[src/core/ebse_pkg.sv]
// Constants, types and descriptor layout for the expansion bus service engine.
// Assumes one 200 MHz clock; the expansion clock period equals one clk_i period.
// Contract
// - Command code six writes, seven reads
// - Completion interrupt pulse only when enabled
// - Hold flag clear: address increments per access
// - Hold flag set: address stays fixed
// - Descriptor byte enables driven active low
// - Length field gives transaction count
// - Base address starts first transaction
// - Host memory bursts at most 32 dwords
// - Read data buffered then burst to host
// - Write data fetched first, then written out
// - Expansion clock is inverted system clock
// - Clock enable clear tri-states clock output
// - After reset clock disabled and tri-stated
// - Address held one plus setting periods
// - Pre and post address cycles added
// - Data held one plus setting periods
// - Pre and post data cycles added
// - Timing runs with clock output disabled
// - Request bus, wait for grant first
// - Strobe style selects strobe protocol
package ebse_pkg;
  localparam logic [4:0] EBSE_OP_WRITE = 5'h06;
  localparam logic [4:0] EBSE_OP_READ = 5'h07;
  localparam int EBSE_OP_MSB = 31;
  localparam int EBSE_OP_LSB = 27;
  localparam int EBSE_IRQEN_BIT = 26;
  localparam int EBSE_HOLD_BIT = 18;
  localparam int EBSE_BE_MSB = 17;
  localparam int EBSE_BE_LSB = 14;
  localparam int EBSE_LEN_MSB = 13;
  localparam int EBSE_BURST_MAX = 32;
  localparam int EBSE_BUF_AW = 5;
  // Wishbone register offsets (byte addresses)
  localparam logic [3:0] EBSE_REG_CFG = 4'h0;
  localparam logic [3:0] EBSE_REG_DESC0 = 4'h4;
  localparam logic [3:0] EBSE_REG_PTR = 4'h8;
  localparam logic [3:0] EBSE_REG_BASE = 4'hc;
  // Configuration fields
  localparam int EBSE_CFG_CKEN_BIT = 0;
  localparam int EBSE_CFG_STYLE_BIT = 1;
  localparam int EBSE_CFG_ADUR_LSB = 4;
  localparam int EBSE_CFG_DDUR_LSB = 8;
  localparam int EBSE_CFG_GO_BIT = 31;
  localparam logic [31:0] EBSE_CFG_RESET = 32'h0000_0000;
  localparam logic [31:0] EBSE_BAD_DATA = 32'hdead_0000;

  typedef enum logic [3:0] {
    EBSE_IDLE = 4'h0,
    EBSE_FETCH = 4'h1,
    EBSE_REQ = 4'h2,
    EBSE_PREA = 4'h3,
    EBSE_ADDR = 4'h4,
    EBSE_POSTA = 4'h5,
    EBSE_PRED = 4'h6,
    EBSE_DATA = 4'h7,
    EBSE_POSTD = 4'h8,
    EBSE_STORE = 4'h9,
    EBSE_DONE = 4'ha
  } ebse_state_type;

  // Host memory master request: a one-dword beat of a burst
  typedef struct packed {
    logic valid;
    logic write;
    logic [31:0] addr;
    logic [31:0] wdata;
    logic last;
  } ebse_mem_req_type;

  // Expansion bus strobes, active low except rnw (high for read)
  typedef struct packed {
    logic ale_n;
    logic rd_n;
    logic wr_n;
    logic ds_n;
    logic rnw;
  } ebse_strobe_type;
endpackage

[src/core/ebse_engine.sv]
// Expansion bus service engine: Wishbone descriptor port, host memory burst port, expansion bus pins.
// Assumes a memory fabric answering each beat with mem_ack_i; grant and data pins arrive asynchronously.
//
// Design decisions made here: the register offsets and the Wishbone slave port.
`timescale 1ns/1ps
`default_nettype none
module ebse_engine
  import ebse_pkg::*;
(
  input wire logic clk_i,
  input wire logic rst_i,
  input wire logic ce_i,
  input wire logic wb_cyc_i,
  input wire logic wb_stb_i,
  input wire logic wb_we_i,
  input wire logic [3:0] wb_adr_i,
  input wire logic [3:0] wb_sel_i,
  input wire logic [31:0] wb_dat_i,
  output logic [31:0] wb_dat_o,
  output logic wb_ack_o,
  output ebse_mem_req_type mem_req_o,
  input wire logic mem_ack_i,
  input wire logic [31:0] mem_rdata_i,
  output logic completion_irq_o,
  output logic busy_o,
  output logic expansion_clock_out_o,
  output logic expansion_clock_oe_n_o,
  output logic bus_request_o,
  input wire logic bus_grant_in_i,
  output logic [31:0] expansion_addr_data_lines_o,
  output logic expansion_addr_data_oe_n_o,
  input wire logic [31:0] expansion_addr_data_lines_i,
  output logic [3:0] byte_lane_enables_n_o,
  output ebse_strobe_type strobe_o
);
  logic [31:0] cfg_q;
  logic [31:0] desc0_q;
  logic [31:0] ptr_q;
  logic [31:0] base_q;
  ebse_state_type state_q;
  logic [31:0] buf_mem [EBSE_BURST_MAX];
  logic [13:0] total_q;
  logic [13:0] left_q;
  logic [5:0] chunk_q;
  logic [5:0] idx_q;
  logic [2:0] dur_q;
  logic [31:0] eaddr_q;
  logic [31:0] maddr_q;
  logic grant_s1_q;
  logic grant_s2_q;
  logic [31:0] din_s1_q;
  logic [31:0] din_s2_q;
  logic cap1_q;
  logic cap2_q;
  logic [4:0] cap_idx1_q;
  logic [4:0] cap_idx2_q;
  logic clk_run_q;
  logic is_read;
  logic [5:0] chunk_d;
  logic wb_hit;
  logic [31:0] rd_mux;

  assign is_read = (desc0_q[EBSE_OP_MSB:EBSE_OP_LSB] == EBSE_OP_READ);
  assign chunk_d = (left_q > 14'(EBSE_BURST_MAX)) ? 6'(EBSE_BURST_MAX) : left_q[5:0];
  assign wb_hit = wb_cyc_i && wb_stb_i && !wb_ack_o;

  always_comb
  begin
    case (wb_adr_i)
      EBSE_REG_CFG: rd_mux = {busy_o, cfg_q[30:0]};
      EBSE_REG_DESC0: rd_mux = desc0_q;
      EBSE_REG_PTR: rd_mux = ptr_q;
      EBSE_REG_BASE: rd_mux = base_q;
      default: rd_mux = EBSE_BAD_DATA;
    endcase
  end

  // Register slave, one wait state, writes ignored while busy
  always_ff @(posedge clk_i)
  begin
    if (rst_i)
    begin
      wb_ack_o <= 1'b0;
      wb_dat_o <= 32'h0000_0000;
      cfg_q <= EBSE_CFG_RESET;
      desc0_q <= 32'h0000_0000;
      ptr_q <= 32'h0000_0000;
      base_q <= 32'h0000_0000;
    end
    else if (ce_i)
    begin
      wb_ack_o <= wb_hit;
      wb_dat_o <= wb_hit ? rd_mux : wb_dat_o;
      if (state_q == EBSE_DONE)
        cfg_q[EBSE_CFG_GO_BIT] <= 1'b0;
      if (wb_hit && wb_we_i && !busy_o)
      begin
        for (int b = 0; b < 4; b++)
        begin
          if (wb_sel_i[b])
          begin
            case (wb_adr_i)
              EBSE_REG_CFG: cfg_q[8*b+:8] <= wb_dat_i[8*b+:8];
              EBSE_REG_DESC0: desc0_q[8*b+:8] <= wb_dat_i[8*b+:8];
              EBSE_REG_PTR: ptr_q[8*b+:8] <= wb_dat_i[8*b+:8];
              EBSE_REG_BASE: base_q[8*b+:8] <= wb_dat_i[8*b+:8];
              default: ;
            endcase
          end
        end
      end
    end
  end

  // Grant synchroniser
  always_ff @(posedge clk_i)
  begin
    if (rst_i)
    begin
      grant_s1_q <= 1'b0;
      grant_s2_q <= 1'b0;
    end
    else if (ce_i)
    begin
      grant_s1_q <= bus_grant_in_i;
      grant_s2_q <= grant_s1_q;
    end
  end

  // Data line synchroniser and delayed capture
  // Peripheral holds the word over the strobe, so the whole word passes both flops
  always_ff @(posedge clk_i)
  begin
    if (rst_i)
    begin
      din_s1_q <= 32'h0000_0000;
      din_s2_q <= 32'h0000_0000;
      cap1_q <= 1'b0;
      cap2_q <= 1'b0;
      cap_idx1_q <= 5'h00;
      cap_idx2_q <= 5'h00;
    end
    else if (ce_i)
    begin
      din_s1_q <= expansion_addr_data_lines_i;
      din_s2_q <= din_s1_q;
      cap1_q <= (state_q == EBSE_POSTD) && is_read;
      cap2_q <= cap1_q;
      cap_idx1_q <= idx_q[4:0];
      cap_idx2_q <= cap_idx1_q;
    end
  end

  // Sequencer
  always_ff @(posedge clk_i)
  begin
    if (rst_i)
    begin
      state_q <= EBSE_IDLE;
      total_q <= 14'h0000;
      left_q <= 14'h0000;
      chunk_q <= 6'h00;
      idx_q <= 6'h00;
      dur_q <= 3'h0;
      eaddr_q <= 32'h0000_0000;
      maddr_q <= 32'h0000_0000;
      busy_o <= 1'b0;
      completion_irq_o <= 1'b0;
    end
    else if (ce_i)
    begin
      completion_irq_o <= 1'b0;
      case (state_q)
        EBSE_IDLE:
        begin
          if (cfg_q[EBSE_CFG_GO_BIT] && !busy_o)
          begin
            busy_o <= 1'b1;
            total_q <= desc0_q[EBSE_LEN_MSB:0];
            left_q <= desc0_q[EBSE_LEN_MSB:0];
            eaddr_q <= base_q;
            maddr_q <= {ptr_q[31:2], 2'b00};
            idx_q <= 6'h00;
            chunk_q <= 6'h00;
            state_q <= EBSE_DONE;
            if (desc0_q[EBSE_OP_MSB:EBSE_OP_LSB] == EBSE_OP_WRITE
                || desc0_q[EBSE_OP_MSB:EBSE_OP_LSB] == EBSE_OP_READ)
              state_q <= (desc0_q[EBSE_LEN_MSB:0] == 14'h0000) ? EBSE_DONE : EBSE_REQ;
          end
        end
        EBSE_REQ:
        begin
          if (chunk_q == 6'h00)
          begin
            chunk_q <= chunk_d;
            idx_q <= 6'h00;
            if (!is_read)
              state_q <= EBSE_FETCH;
          end
          else if (grant_s2_q)
          begin
            state_q <= EBSE_PREA;
          end
        end
        EBSE_FETCH:
        begin
          if (mem_ack_i)
          begin
            maddr_q <= maddr_q + 32'h0000_0004;
            if (idx_q == chunk_q - 6'h01)
            begin
              idx_q <= 6'h00;
              state_q <= EBSE_REQ;
            end
            else
              idx_q <= idx_q + 6'h01;
          end
        end
        EBSE_PREA:
        begin
          dur_q <= {1'b0, cfg_q[EBSE_CFG_ADUR_LSB+:2]};
          state_q <= EBSE_ADDR;
        end
        EBSE_ADDR:
        begin
          dur_q <= dur_q - 3'h1;
          if (dur_q == 3'h0)
            state_q <= EBSE_POSTA;
        end
        EBSE_POSTA: state_q <= EBSE_PRED;
        EBSE_PRED:
        begin
          dur_q <= cfg_q[EBSE_CFG_DDUR_LSB+:3];
          state_q <= EBSE_DATA;
        end
        EBSE_DATA:
        begin
          dur_q <= dur_q - 3'h1;
          if (dur_q == 3'h0)
            state_q <= EBSE_POSTD;
        end
        EBSE_POSTD:
        begin
          if (!desc0_q[EBSE_HOLD_BIT])
            eaddr_q <= eaddr_q + 32'h0000_0001;
          // Address unchanged when the hold flag is set
          left_q <= left_q - 14'h0001;
          if (idx_q == chunk_q - 6'h01)
          begin
            idx_q <= 6'h00;
            state_q <= is_read ? EBSE_STORE : EBSE_REQ;
            if (!is_read)
              chunk_q <= 6'h00;
            if (!is_read && left_q == 14'h0001)
              state_q <= EBSE_DONE;
          end
          else
          begin
            idx_q <= idx_q + 6'h01;
            state_q <= EBSE_PREA;
          end
        end
        EBSE_STORE:
        begin
          if (mem_ack_i)
          begin
            maddr_q <= maddr_q + 32'h0000_0004;
            if (idx_q == chunk_q - 6'h01)
            begin
              idx_q <= 6'h00;
              chunk_q <= 6'h00;
              state_q <= (left_q == 14'h0000) ? EBSE_DONE : EBSE_REQ;
            end
            else
              idx_q <= idx_q + 6'h01;
          end
        end
        EBSE_DONE:
        begin
          busy_o <= 1'b0;
          completion_irq_o <= desc0_q[EBSE_IRQEN_BIT] && (total_q != 14'h0000 || 1'b1);
          state_q <= EBSE_IDLE;
        end
        default: state_q <= EBSE_IDLE;
      endcase
    end
  end

  // Transfer buffer
  always_ff @(posedge clk_i)
  begin
    if (ce_i && !rst_i)
    begin
      if (state_q == EBSE_FETCH && mem_ack_i)
        buf_mem[idx_q[4:0]] <= mem_rdata_i;
      if (cap2_q)
        buf_mem[cap_idx2_q] <= din_s2_q;
    end
  end

  // Host memory request beats
  always_ff @(posedge clk_i)
  begin
    if (rst_i)
      mem_req_o <= '0;
    else if (ce_i)
    begin
      // Store beats wait until the last captured word is in the buffer
      mem_req_o.valid <= (state_q == EBSE_FETCH || (state_q == EBSE_STORE && !cap1_q && !cap2_q))
                         && !mem_ack_i;
      mem_req_o.write <= (state_q == EBSE_STORE);
      mem_req_o.addr <= maddr_q;
      mem_req_o.wdata <= buf_mem[idx_q[4:0]];
      mem_req_o.last <= (idx_q == chunk_q - 6'h01);
    end
  end

  // Expansion bus pins
  always_ff @(posedge clk_i)
  begin
    if (rst_i)
    begin
      bus_request_o <= 1'b0;
      expansion_addr_data_lines_o <= 32'h0000_0000;
      expansion_addr_data_oe_n_o <= 1'b1;
      byte_lane_enables_n_o <= 4'hf;
      strobe_o <= 5'h1f;
      expansion_clock_oe_n_o <= 1'b1;
    end
    else if (ce_i)
    begin
      expansion_clock_oe_n_o <= !cfg_q[EBSE_CFG_CKEN_BIT];
      bus_request_o <= (state_q == EBSE_REQ && chunk_q != 6'h00) || (state_q >= EBSE_PREA && state_q <= EBSE_POSTD);
      byte_lane_enables_n_o <= (state_q >= EBSE_PREA && state_q <= EBSE_POSTD)
                               ? ~desc0_q[EBSE_BE_MSB:EBSE_BE_LSB] : 4'hf;
      if (state_q == EBSE_PREA || state_q == EBSE_ADDR)
      begin
        expansion_addr_data_lines_o <= eaddr_q;
        expansion_addr_data_oe_n_o <= 1'b0;
      end
      else if (!is_read && (state_q == EBSE_PRED || state_q == EBSE_DATA))
      begin
        expansion_addr_data_lines_o <= buf_mem[idx_q[4:0]];
        expansion_addr_data_oe_n_o <= 1'b0;
      end
      else
        expansion_addr_data_oe_n_o <= 1'b1;
      strobe_o.ale_n <= !(state_q >= EBSE_ADDR && state_q <= EBSE_POSTD);
      strobe_o.rnw <= is_read;
      if (!cfg_q[EBSE_CFG_STYLE_BIT])
      begin
        strobe_o.rd_n <= !(is_read && state_q == EBSE_DATA);
        strobe_o.wr_n <= !(!is_read && state_q == EBSE_DATA);
        strobe_o.ds_n <= 1'b1;
      end
      else
      begin
        strobe_o.rd_n <= 1'b1;
        strobe_o.wr_n <= 1'b1;
        strobe_o.ds_n <= !(state_q == EBSE_DATA);
      end
    end
  end

  // Inverted clock: held low in reset, then follows ~clk_i
  always_ff @(negedge clk_i)
  begin
    if (rst_i)
      clk_run_q <= 1'b0;
    else
      clk_run_q <= 1'b1;
  end
  assign expansion_clock_out_o = clk_run_q & ~clk_i;
endmodule // ebse_engine
`default_nettype wire

[config.mk]
export PLATFORM = sky130hd
export DESIGN_NAME = ebse_engine
export DESIGN_NICKNAME = d
export VERILOG_FILES = /design/src/core/ebse_pkg.sv /design/src/core/ebse_engine.sv
export SDC_FILE = /design/constraint.sdc
export NUM_CORES = 2
export LEC_CHECK = 0
export BUFFER_PORTS_ARGS = -buffer_cell sky130_fd_sc_hd__buf_2
export CAP_MARGIN = 20
export CORE_MARGIN = 2
export CORE_UTILIZATION = 45
export CTS_CLUSTER_SIZE = 14
export DETAILED_ROUTE_END_ITERATION = 8
export GPL_TIMING_DRIVEN = 0
export SLEW_MARGIN = 20
export SYNTH_ARGS = -nofsm -noshare
export SYNTH_HDL_FRONTEND = slang
export SYNTH_SLANG_ARGS = --single-unit
[constraint.sdc]
create_clock -name clk_i -period 10.85 [get_ports clk_i]
set_input_delay 2.7125 -clock clk_i [delete_from_list [all_inputs] [get_ports clk_i]]
set_output_delay 2.7125 -clock clk_i [all_outputs]
set_load 0.005 [all_outputs]
Word level (Yosys, flattened, before mapping)
Memory sizes are Yosys's and may differ from the RTL's. A register that Yosys moved wholly into a read port is not among the register bits.
Index checks and enable logic that the tools add are counted.
{"block": "totals", "regBits": 450, "ramBits": 1024, "word_cells": 241, "mem_count": 1}
{"block": "op_classes", "n_addsub": 6, "n_lt_le_gt_ge": 4, "eq_ne": 31, "muxes": 67, "n_bitwise": 3, "reduce_logical": 77}
{"memory": "buf_mem", "depth": 32, "width": 32, "read_ports": 1, "rd_ports_with_merged_regs": 1, "wr": 2, "line": "ebse_engine.sv:41", "source": "logic [31:0] buf_mem [EBSE_BURST_MAX];"}
{"cell": "$mux W32", "n": 7}
{"cell": "$pmux W32 S2", "n": 2}
{"cell": "$pmux W32 S4", "n": 1}
{"cell": "$reduce_and A4 Y1", "n": 18}
{"cell": "$mux W4", "n": 17}
{"cell": "$mux W8", "n": 8}
{"cell": "$mux W6", "n": 10}
{"cell": "$pmux W6 S4", "n": 2}
{"cell": "$pmux W4 S10", "n": 1}
{"cell": "$add A32 B1 Y32 const B", "n": 1}
{"cell": "$add A32 B3 Y32 const B", "n": 1}
{"cell": "$logic_not A14 Y1", "n": 2}
{"cell": "$pmux W14 S2", "n": 1}
{"cell": "$eq A4 B3 Y1 const B", "n": 5}
{"cell": "$eq A4 B4 Y1 const B", "n": 5}
{"cell": "$ne A2 B2 Y1 const B", "n": 10}
{"cell": "$logic_and A1 B1 Y1", "n": 18}
{"cell": "$eq A14 B1 Y1 const B", "n": 1}
{"cell": "$gt A14 B6 Y1 const B", "n": 1}
{"cell": "$mux W14", "n": 1}
{"cell": "$sub A14 B1 Y14 const B", "n": 1}
{"cell": "$logic_not A1 Y1", "n": 12}
{"cell": "$mux W1", "n": 12}
{"cell": "$eq A5 B3 Y1 const B", "n": 2}
{"cell": "other kinds (32)", "n": 49}

Longest topological paths before layout
{"block": "logic_depth", "depth_word": 7, "mapped_depth": 10, "depth_no_buf": 8}

==> results by group <==
Outcome
  • Outcome: complete, no violations

Drt
  • Vias per cell: 6.59
  • WL/cell: 38.2 µm
  • Final ANT Viol Nets: 0
  • TritonRoute pass-1 iters: 6
  • DRC Markers: 0
  • Initial DRC count: 7795
  • Total wire length: 308000 µm
  • Vias post-DR: 53100

Clock network
  • TritonCTS clock tree: yes
  • Worst skew pair latency: 950 ps
  • # hold bufs at CTS: 0
  • Resized Gates After CTS: 0
  • CTS clk-pin slew, worst paths: 60 ps
  • # Post-CTS Setup Buffers: 0

Placement
  • Number of port buffers: 254
  • Placed cell area: 78000 µm²
  • DP HPWL: 214000 µm
  • Place WS: 984 ps
  • Placer congestion estimate: 0.969
  • Dpl cells: 7733

Power and ir drop
  • Leak Pwr: 27.6 nW
  • Pwr dens: 168 nW/µm²
  • Design Power: 14.0 mW
  • Peak VDD IR: 0.173 mV

Global routing
  • Vias in the first global route: 51500
  • Met3 Use GR: 10.7%
  • All-Layer GR Usage: 37.3%
  • GRT busiest layer: met2
  • Grt ovf: 0
  • Grt met2 use: 57.7%
  • Initial antenna violation count: 16
  • Largest net degree at the start of global routing: 33
  • Routing usage on met1: 46.0%
  • First-pass GRT wire length: 418000 µm

STA
  • RSZ-0062 raised after global routing: no
  • Final setup margin: 1290 ps
  • Final Hold Viols: 0
  • Fin. max-slew vios: 0
  • Final hold slack: 474 ps
  • Worst Tran Pin Value: 1370 ps
  • Final setup fails: 0
  • Slew HR: 8.17%
  • Final TNS setup: 0 ps
  • Clk_skew: 33.7 ps

Yosys
  • Largest area contributor in the netlist: edfxtp_1
  • Synth cell types: 89
  • Post-synthesis register bit count: 1475
  • Top cell type's share of synthesized area: 42.8%
  • Ys async rst share: 0%
  • Top FF cell, synth: edfxtp_1
  • Cells after Synth: 5326
  • Syn Area/Cell: 13.5 µm²
  • Seq/Total Area, Yosys: 55.4%
  • Synth Cell Area: 71800 µm²
  • Post-synth EDFFs: 1024
  • Synth top area cells: edfxtp_1, mux2_2, dfxtp_1
  • Post-synth top cells: mux2_2, edfxtp_1, dfxtp_1
  • Yosys warns: 0
  • Most numerous cell in the Yosys netlist: mux2_2

Setup path
  • Data required, critical path: 8140 ps
  • Worst setup EP type: primary output
  • WS Path Type: flop to primary output
  • Crit path arrival time: 6840 ps
  • Startpoint Class: flop
  • Crit-path max FO: 1

Floorplan
  • Row cnt: 146
  • Die H: 404 µm
  • Die X: 404 µm
  • Die ar.: 163000 µm²
  • Top Ports: 259
  • Initial Utilization: 45.4%
  • Core ar.: 158000 µm²

Final layout
  • Layout cell share with drive strength beyond 1: 36.2%
  • Final instance area: 83600 µm²
  • Post-route insts no fill: 8059
  • Area growth, synth to finish: 16.4%
  • Nets@finish: 5958
  • Util after Layout: 52.8%

Min path
  • Worst min path class: flop to flop

Job
  • Max-Cap Viols: 0
==> state kept, by name, indices dropped and copies added (netlist names), 4 cells and up, named ones only <==
| name | flops |
|---|---|
| chunk_q | 6 |
| cfg_q | 32 |
| desc0_q | 32 |
| wb_dat_o | 32 |
| cap_idx2_q | 5 |
| din_s2_q | 32 |
| eaddr_q | 32 |
| buf_mem | 1024 |
| strobe_o | 5 |
| cap_idx1_q | 5 |
| byte_lane_enables_n_o | 4 |
| expansion_addr_data_lines_o | 32 |
| ptr_q | 32 |
| state_q | 4 |
| base_q | 32 |
| left_q | 14 |
| mem_req_o | 65 |
| idx_q | 6 |
| din_s1_q | 32 |
| maddr_q | 30 |
==> path summary, 6_finish.rpt <==
check / end / slack [ps] / start / cells past startpoint
max: expansion_clock_out_o / 1290 / clk_run_q / 2
min: completion_irq_o / 470 / completion_irq_o / 2
max reg2reg: buf_mem[6][11] / 6220 / state_q[0] / 9
min reg2reg: completion_irq_o / 470 / completion_irq_o / 2
==> cell families after synthesis <==
kind of cell | synth area share (%)
multiplexers | 28.6
flip-flops | 55.4
AND/OR/NAND/NOR | 5.97
AO/OA/AOI/OAI | 6.29
buffers and inverters | 3.42
adder cells (fa/ha/maj) | 0.226
XOR/XNOR | 0.158
other | 0.00522
==> area by class of cell <==
class | count | area, µm²
flip-flops and latches | 1475 | 39800
multi-input cells | 3266 | 30000
clock buffers | 252 | 4970
repair buffers | 335 | 3170
plain buffers | 568 | 2450
diodes | 12 | 30.0
clock inverters | 62 | 624
fillers | 13500 | 74700
well taps | 2072 | 2590
inverters | 17 | 63.8
==> critical path, cell delays in order, from the launching register on <==
cell	delay [ps]
dfxtp_1	290
nor2b_1	110
buf_2	130
==> layout by cell type (no fill, tap or decap), types with 28 or more instances in the layout <==
cell	count
mux2_2	1051
edfxtp_1	1024
dfxtp_1	451
clkbuf_1	407
buf_2	385
nor2_1	369
mux2i_1	284
mux4_2	256
nand2_1	250
a21oi_1	203
clkbuf_16	177
o21ai_0	136
a211oi_1	93
a22oi_1	61
nand3_1	54
buf_16	53
nand4_1	47
nor2b_1	42
o211ai_1	37
o221ai_1	34
nor3_1	30
clkbuf_2	29
clkbuf_8	28
==> layer usage <==
| layer | part of all wire (%) | routed length (µm) |
|---|---|---|
| met1 | 36 | 111000 |
| met5 | 0.0094 | 29 |
| met4 | 7.6 | 23400 |
| met2 | 45 | 138000 |
| met3 | 11 | 35100 |
==> report_power, final <==
part           total (mW)  internal (mW)  switching (mW)  leakage (nW)
sequential           6.19           6.09           0.103          12.9
combinational        1.99          0.642            1.34          12.0
clock                5.86           3.41            2.45          2.75
total                14.0           10.1            3.90          27.6
(Power assumes the default switching activity.)
